--- src/logic/mburr_pkg.sv ---
package mburr_pkg;
    // Protocol address = printed register number minus one
    localparam logic [15:0] MBURR_NUM_TO_ADDR   = 16'h0001;
    localparam logic [15:0] MBURR_WIN_FIRST_NUM = 16'ha779; // 42873
    localparam logic [15:0] MBURR_WIN_LAST_NUM  = 16'ha7f8; // 43000
    localparam int          MBURR_WIN_SLOTS     = 127;
    localparam int          MBURR_SLOT_W        = 7;
    localparam logic [7:0]  MBURR_MAX_WRITE_CNT = 8'h10;    // 16
    localparam logic [7:0]  MBURR_MAX_OBJ_BYTES = 8'h40;    // 64
    localparam logic [7:0]  MBURR_FN_READ_HOLD  = 8'h03;
    localparam logic [7:0]  MBURR_FN_READ_INP   = 8'h04;
    localparam logic [7:0]  MBURR_FN_WRITE_ONE  = 8'h06;
    localparam logic [7:0]  MBURR_FN_WRITE_MANY = 8'h10;
    localparam logic [7:0]  MBURR_EXC_NONE      = 8'h00;
    localparam logic [7:0]  MBURR_EXC_ILL_FUNC  = 8'h01;
    localparam logic [7:0]  MBURR_EXC_ILL_ADDR  = 8'h02;
    localparam logic [7:0]  MBURR_EXC_ILL_VALUE = 8'h03;
    typedef enum logic [1:0] {
        MBURR_ST_IDLE,
        MBURR_ST_RUN,
        MBURR_ST_DONE
    } mburr_state_t;
endpackage : mburr_pkg

--- src/logic/mburr_alias_table.sv ---
`timescale 1ns/1ps
// Alias slot table: slot index to standard protocol address
module mburr_alias_table
    import mburr_pkg::*;
#(
    parameter int SLOTS  = MBURR_WIN_SLOTS,
    parameter int SLOT_W = MBURR_SLOT_W
)(
    // Clock and reset
    input  wire logic              clk,
    input  wire logic              sys_rst,
    // Configuration write port
    input  wire logic              cfg_we,
    input  wire logic [SLOT_W-1:0] cfg_slot,
    input  wire logic [15:0]       cfg_target,
    input  wire logic              cfg_valid,
    // Lookup
    input  wire logic [SLOT_W-1:0] look_slot,
    output logic      [15:0]       look_target,
    output logic                   look_valid
);
    import mburr_pkg::*;

    logic [15:0] target_reg [SLOTS];
    logic [SLOTS-1:0] valid_reg;

    // Any standard address may be stored; unassigned slots stay invalid
    always_ff @(posedge clk)
    begin
        if (cfg_we && (int'(cfg_slot) < SLOTS))
        begin
            target_reg[cfg_slot] <= cfg_target;
        end
    end

    always_ff @(posedge clk)
    begin
        if (sys_rst)
        begin
            valid_reg <= '0;
        end
        else if (cfg_we && (int'(cfg_slot) < SLOTS))
        begin
            valid_reg[cfg_slot] <= cfg_valid;
        end
    end

    always_comb
    begin
        if (int'(look_slot) < SLOTS)
        begin
            look_target = target_reg[look_slot];
            look_valid  = valid_reg[look_slot];
        end
        else
        begin
            look_target = 16'h0000;
            look_valid  = 1'b0;
        end
    end
endmodule : mburr_alias_table

--- src/logic/mburr_remap.sv ---
`timescale 1ns/1ps
module mburr_remap
    import mburr_pkg::*;
(
    // Clock and reset
    input  wire logic        clk,
    input  wire logic        sys_rst,
    // Decoded request from the frame layer
    input  wire logic        req_valid,
    output logic             req_ready,
    input  wire logic [7:0]  req_func,
    input  wire logic [15:0] req_addr,
    input  wire logic [7:0]  req_count,
    input  wire logic [7:0]  req_obj_bytes,
    // Write data, one word per accepted word strobe
    input  wire logic [15:0] wdata,
    output logic             wdata_take,
    // Read data toward the frame layer
    output logic [15:0]      rdata,
    output logic             rdata_valid,
    // Request result
    output logic             done,
    output logic [7:0]       exc_code,
    // Standard register store
    output logic             std_we,
    output logic             std_re,
    output logic [15:0]      std_addr,
    output logic [15:0]      std_wdata,
    input  wire logic [15:0] std_rdata,
    // Alias configuration
    input  wire logic        cfg_we,
    input  wire logic [6:0]  cfg_slot,
    input  wire logic [15:0] cfg_target,
    input  wire logic        cfg_valid
);
    import mburr_pkg::*;

    localparam logic [15:0] WIN_LO = MBURR_WIN_FIRST_NUM - MBURR_NUM_TO_ADDR;
    localparam logic [15:0] WIN_HI = MBURR_WIN_LAST_NUM - MBURR_NUM_TO_ADDR;

    mburr_state_t state_reg;
    logic [15:0]  addr_reg;
    logic [7:0]   left_reg;
    logic         write_reg;
    logic         alias_reg;
    logic         rd_pend_reg;
    logic [7:0]   exc_reg;

    logic [16:0]  last_addr;
    logic         first_in_win;
    logic         last_in_win;
    logic         is_write;
    logic         is_read;
    logic [7:0]   chk_exc;
    logic [15:0]  look_target;
    logic         look_valid;
    logic [15:0]  eff_addr;
    logic         step;

    // Window occupancy of first and last address of the request
    always_comb
    begin
        last_addr = {1'b0, req_addr} + {9'h000, req_count} - 17'h00001;
        first_in_win = (req_addr >= WIN_LO) && (req_addr <= WIN_HI);
        last_in_win  = (last_addr >= {1'b0, WIN_LO})
                    && (last_addr <= {1'b0, WIN_HI});
        is_write = (req_func == MBURR_FN_WRITE_ONE)
                || (req_func == MBURR_FN_WRITE_MANY);
        is_read  = (req_func == MBURR_FN_READ_HOLD)
                || (req_func == MBURR_FN_READ_INP);
    end

    // Request checks; any failure stops all register traffic
    always_comb
    begin
        chk_exc = MBURR_EXC_NONE;
        if (!is_write && !is_read)
        begin
            chk_exc = MBURR_EXC_ILL_FUNC;
        end
        else if (req_count == 8'h00 || last_addr > 17'h0ffff)
        begin
            chk_exc = MBURR_EXC_ILL_ADDR;
        end
        else if (first_in_win != last_in_win
              || (req_addr < WIN_LO && last_addr > {1'b0, WIN_HI}))
        begin
            chk_exc = MBURR_EXC_ILL_ADDR;
        end
        else if (req_func == MBURR_FN_WRITE_MANY
              && req_count > MBURR_MAX_WRITE_CNT)
        begin
            chk_exc = MBURR_EXC_ILL_VALUE;
        end
        else if (req_func == MBURR_FN_WRITE_ONE && req_count != 8'h01)
        begin
            chk_exc = MBURR_EXC_ILL_VALUE;
        end
        else if (req_obj_bytes > MBURR_MAX_OBJ_BYTES)
        begin
            chk_exc = MBURR_EXC_ILL_VALUE;
        end
    end

    mburr_alias_table u_table (
        .clk         (clk),
        .sys_rst     (sys_rst),
        .cfg_we      (cfg_we),
        .cfg_slot    (cfg_slot),
        .cfg_target  (cfg_target),
        .cfg_valid   (cfg_valid),
        .look_slot   (7'(addr_reg - WIN_LO)),
        .look_target (look_target),
        .look_valid  (look_valid)
    );

    // Alias words redirect to the stored target; standard ones pass through
    always_comb
    begin
        eff_addr = alias_reg ? look_target : addr_reg;
    end

    // Unassigned alias slots read as zero and swallow writes
    always_comb
    begin
        step = (state_reg == MBURR_ST_RUN) && !rd_pend_reg;
        std_addr  = eff_addr;
        std_we    = step && write_reg && (!alias_reg || look_valid);
        std_re    = step && !write_reg && (!alias_reg || look_valid);
        std_wdata = wdata;
        wdata_take = step && write_reg;
        req_ready = (state_reg == MBURR_ST_IDLE);
    end

    // Sequencer; the table never hides a standard address
    always_ff @(posedge clk)
    begin
        if (sys_rst)
        begin
            state_reg   <= MBURR_ST_IDLE;
            addr_reg    <= 16'h0000;
            left_reg    <= 8'h00;
            write_reg   <= 1'b0;
            alias_reg   <= 1'b0;
            rd_pend_reg <= 1'b0;
            exc_reg     <= MBURR_EXC_NONE;
        end
        else
        begin
            case (state_reg)
                MBURR_ST_IDLE:
                begin
                    if (req_valid)
                    begin
                        addr_reg  <= req_addr;
                        left_reg  <= req_count;
                        write_reg <= is_write;
                        alias_reg <= first_in_win;
                        exc_reg   <= chk_exc;
                        state_reg <= (chk_exc == MBURR_EXC_NONE)
                                   ? MBURR_ST_RUN : MBURR_ST_DONE;
                    end
                end
                MBURR_ST_RUN:
                begin
                    if (write_reg || rd_pend_reg)
                    begin
                        rd_pend_reg <= 1'b0;
                        addr_reg    <= addr_reg + 16'h0001;
                        left_reg    <= left_reg - 8'h01;
                        if (left_reg == 8'h01)
                        begin
                            state_reg <= MBURR_ST_DONE;
                        end
                    end
                    else
                    begin
                        rd_pend_reg <= 1'b1;
                    end
                end
                MBURR_ST_DONE:
                begin
                    state_reg <= MBURR_ST_IDLE;
                end
                default:
                begin
                    state_reg <= MBURR_ST_IDLE;
                end
            endcase
        end
    end

    // Read data is latched one cycle after the store read strobe
    always_ff @(posedge clk)
    begin
        if (sys_rst)
        begin
            rdata       <= 16'h0000;
            rdata_valid <= 1'b0;
        end
        else
        begin
            rdata_valid <= (state_reg == MBURR_ST_RUN) && rd_pend_reg;
            if ((state_reg == MBURR_ST_RUN) && rd_pend_reg)
            begin
                rdata <= (!alias_reg || look_valid) ? std_rdata : 16'h0000;
            end
        end
    end

    always_ff @(posedge clk)
    begin
        if (sys_rst)
        begin
            done     <= 1'b0;
            exc_code <= MBURR_EXC_NONE;
        end
        else
        begin
            done     <= (state_reg == MBURR_ST_DONE);
            exc_code <= (state_reg == MBURR_ST_DONE) ? exc_reg : exc_code;
        end
    end
endmodule : mburr_remap

--- config.mk ---
export PLATFORM = sky130hd
export DESIGN_NAME = mburr_remap
export DESIGN_NICKNAME = d
export VERILOG_FILES = /design/src/logic/mburr_pkg.sv /design/src/logic/mburr_alias_table.sv /design/src/logic/mburr_remap.sv
export SDC_FILE = /design/constraint.sdc
export NUM_CORES = 2
export LEC_CHECK = 0
export BUFFER_PORTS_ARGS = -buffer_cell sky130_fd_sc_hd__buf_4
export CAP_MARGIN = 30
export CORE_MARGIN = 1
export CORE_UTILIZATION = 45
export DETAILED_ROUTE_END_ITERATION = 6
export PLACE_DENSITY_LB_ADDON = 0.2
export RECOVER_POWER = 100
export SLEW_MARGIN = 25
export SYNTH_ARGS = -nofsm -noshare
export SYNTH_HDL_FRONTEND = slang
export SYNTH_SLANG_ARGS = --single-unit
--- constraint.sdc ---
create_clock -name clk -period 10.4 [get_ports clk]
set_input_delay 1.04 -clock clk [delete_from_list [all_inputs] [get_ports clk]]
set_output_delay 1.04 -clock clk [all_outputs]
set_load 0.02 [all_outputs]
==> out/results.ini <==
[power_and_ir_drop]
p_leak_nw = 29.7
p_clk_share_pct = 41.4
peakVddDrop_uv = 145
p_comb_share_pct = 6.8
seqPwrFrac_pct = 51.8
power.internal_w = 0.0147
power_w = 0.0189
p_per_area_nw_per_um2 = 193
p_switching_w = 0.00417
power_switching_share_pct = 22.1

[sta]
slew_viol_final = 3253
fmax_mhz = 131
final.period_utilization_pct = 73.4
hold_viol_final = 0
setup_viol_count_final = 0
slew_headroom_pct = -207
setup-tns-final_ns = 0
final.setup_skew_ns = 0.0280
tightest_slew_ns = 4.60
rsz0062_at_grt = no
finalCriticalPeriod_ns = 7.64

[yosys]
synthTopCellsByArea = edfxtp_1, mux4_2, dfxtp_1
synth.distinct_cells = 64
netlist_top_cells_count = edfxtp_1, mux4_2, nand2_1, dfxtp_1, a21oi_1
ys_warn_count = 0
synth_area_um2 = 87300
synth_top_flop_cell = edfxtp_1
seq_area_frac_synth_pct = 74.0
async_flop_share_pct = 0
synth_edf_count = 2032
yosysMostFrequentCell = edfxtp_1
syn_avg_cell_area_um2 = 20.5
synth_top_area_cell = edfxtp_1
synth_top_area_share_pct = 69.9
syn_inst = 4265
synth-seq-cells = 2210

[final_layout]
multi_input_area_um2 = 21400
seqCellArea_um2 = 64600
filler_cell_count = 15300
nets = 4628
drive_gt1_share_pct = 24.5
area_growth_pct = 12.3
largest_reg_flops = 2032

[detailed_routing]
dr_total_vias = 44100
routedWlPerCell_um = 31.5
drt_pass1_iterations = 5
dr.first_iter.drc_count = 5459
drt-total-wl_um = 227000
vias_per_cell = 6.10
drc = 0
antenna_left = 0

[worst_setup_path]
required_ns = 9.36
reg2reg_depth = 10
path_class = register to output port
crit_arrival_ns = 6.60
cp-end-kind = output port
cp_max_fo = 34
start_kind = register

[global_route]
grtUsageTotal_pct = 23.2
antenna_found_initial = 31
gr-total-overflow = 0
first_global_vias = 43800
grt_pass1_wl_um = 324000
grt_max_degree = 115

[clock_network]
root_buffer = clkbuf_16
clk_path_buf_depth = 3
clkSinkCount = 2210
cts_buffers = 220
h-tree-depth = 4
cts_resized = 0
clk_latency_ns = 0.86
cts_tree = built
cts_setup_buffers = 0
cts.clk_slew.worst_paths_ns = 0.07
cts-hold-fix-buffers = 0

[placement]
io_buffers = 123
post-dp-hpwl_um = 131000
gp_congestion = 0.825

[die]
die_h_um = 442
initial_core_util_pct = 45.3
core_area_um2 = 193000
io_pins = 162
die_area_um2 = 196000
num_rows = 161
fp.dieW_um = 442

[min_path]
hold_depth = 2
holdCritPathClass = input pin to register

[job]
max-cap-violations = 103

[status]
violations = max-capacitance violations, max-slew violations
status = finished, violations left

critical path, cell delays in order (launching register included):
cell and delay, ns:
dfxtp_4 0.59, buf_4 0.39, clkbuf_1 2.13, inv_1 0.28, nor3_2 0.73, a211o_1 0.24
a31oi_1 0.27, nand2b_1 0.59, and2_1 0.32, clkbuf_1 0.16
cell usage in the layout, fill, tap and decap left out, types with 99 or more instances in the layout:
master	synthesis	final
edfxtp_1	2032	2032
mux4_2	692	692
clkbuf_16	0	224
clkbuf_1	169	218
nand2_1	191	187
dfxtp_1	178	175
a21oi_1	172	172
o21ai_0	169	170
nor2_1	170	157
buf_4	24	99
per-stage QoR:
step / util, % / std cells / area, um2 / setup slack, ns / hold slack, ns
after floorplan: - / 4270 / 87300 / 6.04 / 0.446
after global placement: 47.7 / 6791 / 91900 / 4.53 / 0.452
after detailed placement: 47.7 / 6793 / 91900 / 4.49 / 0.463
after CTS: 51.4 / 7207 / 99000 / 3.58 / 0.371
after global routing: 50.9 / 7217 / 98000 / 2.09 / 0.411
final: 50.9 / 7225 / 98100 / 2.76 / 0.442
logic make-up (layout without fill, tap and decap cells):
logic type	Yosys count	after routing	share of synthesized area (%)
flops	2210	2210	74.0
mux	734	734	18.4
compound gates	463	463	3.06
simple gates	463	463	2.24
buf+inv	344	760	1.67
fa+ha+maj	34	34	0.496
xor+xnor	16	16	0.161
other cells	1	19	0.00430
power groups by stage:
stage                     Sequential, W  Combinational [W]  Clock [W]
after floorplan                 0.00993           0.000771          0
after global placement          0.00996            0.00129          0
after CTS                       0.00977            0.00131    0.00794
after detailed placement        0.00996            0.00130          0
final                           0.00979            0.00129    0.00782
after global routing            0.00979            0.00136    0.00825
area by class of cell:
type,instances,area share (%)
diodes,13,0.0332
clock buffers,273,5.96
clock inverters,141,1.29
inverters,64,0.253
multi-input cells,1716,21.8
flip-flops and latches,2210,65.9
well taps,2526,3.22
repair buffers,282,1.57
routing by layer:
metal,global-route usage (%),vias up,share of wire (%)
met5,0,-,0.010
met4,7.59,4,3.3
met3,3.96,336,7.6
met2,36.5,1861,47
met1,33.1,23700,42
li1,-,18200,-
path summary, 6_finish.rpt:
path                                endpoint          from  slack, ns
worst max-delay path                  std_we   addr_reg[0]       2.76
worst min-delay path                rdata[6]  std_rdata[6]       0.44
worst max register to register  addr_reg[15]   addr_reg[0]       4.59
worst min register to register     rdata[15]     rdata[15]       0.47
Power figures use the tool's default switching activity.
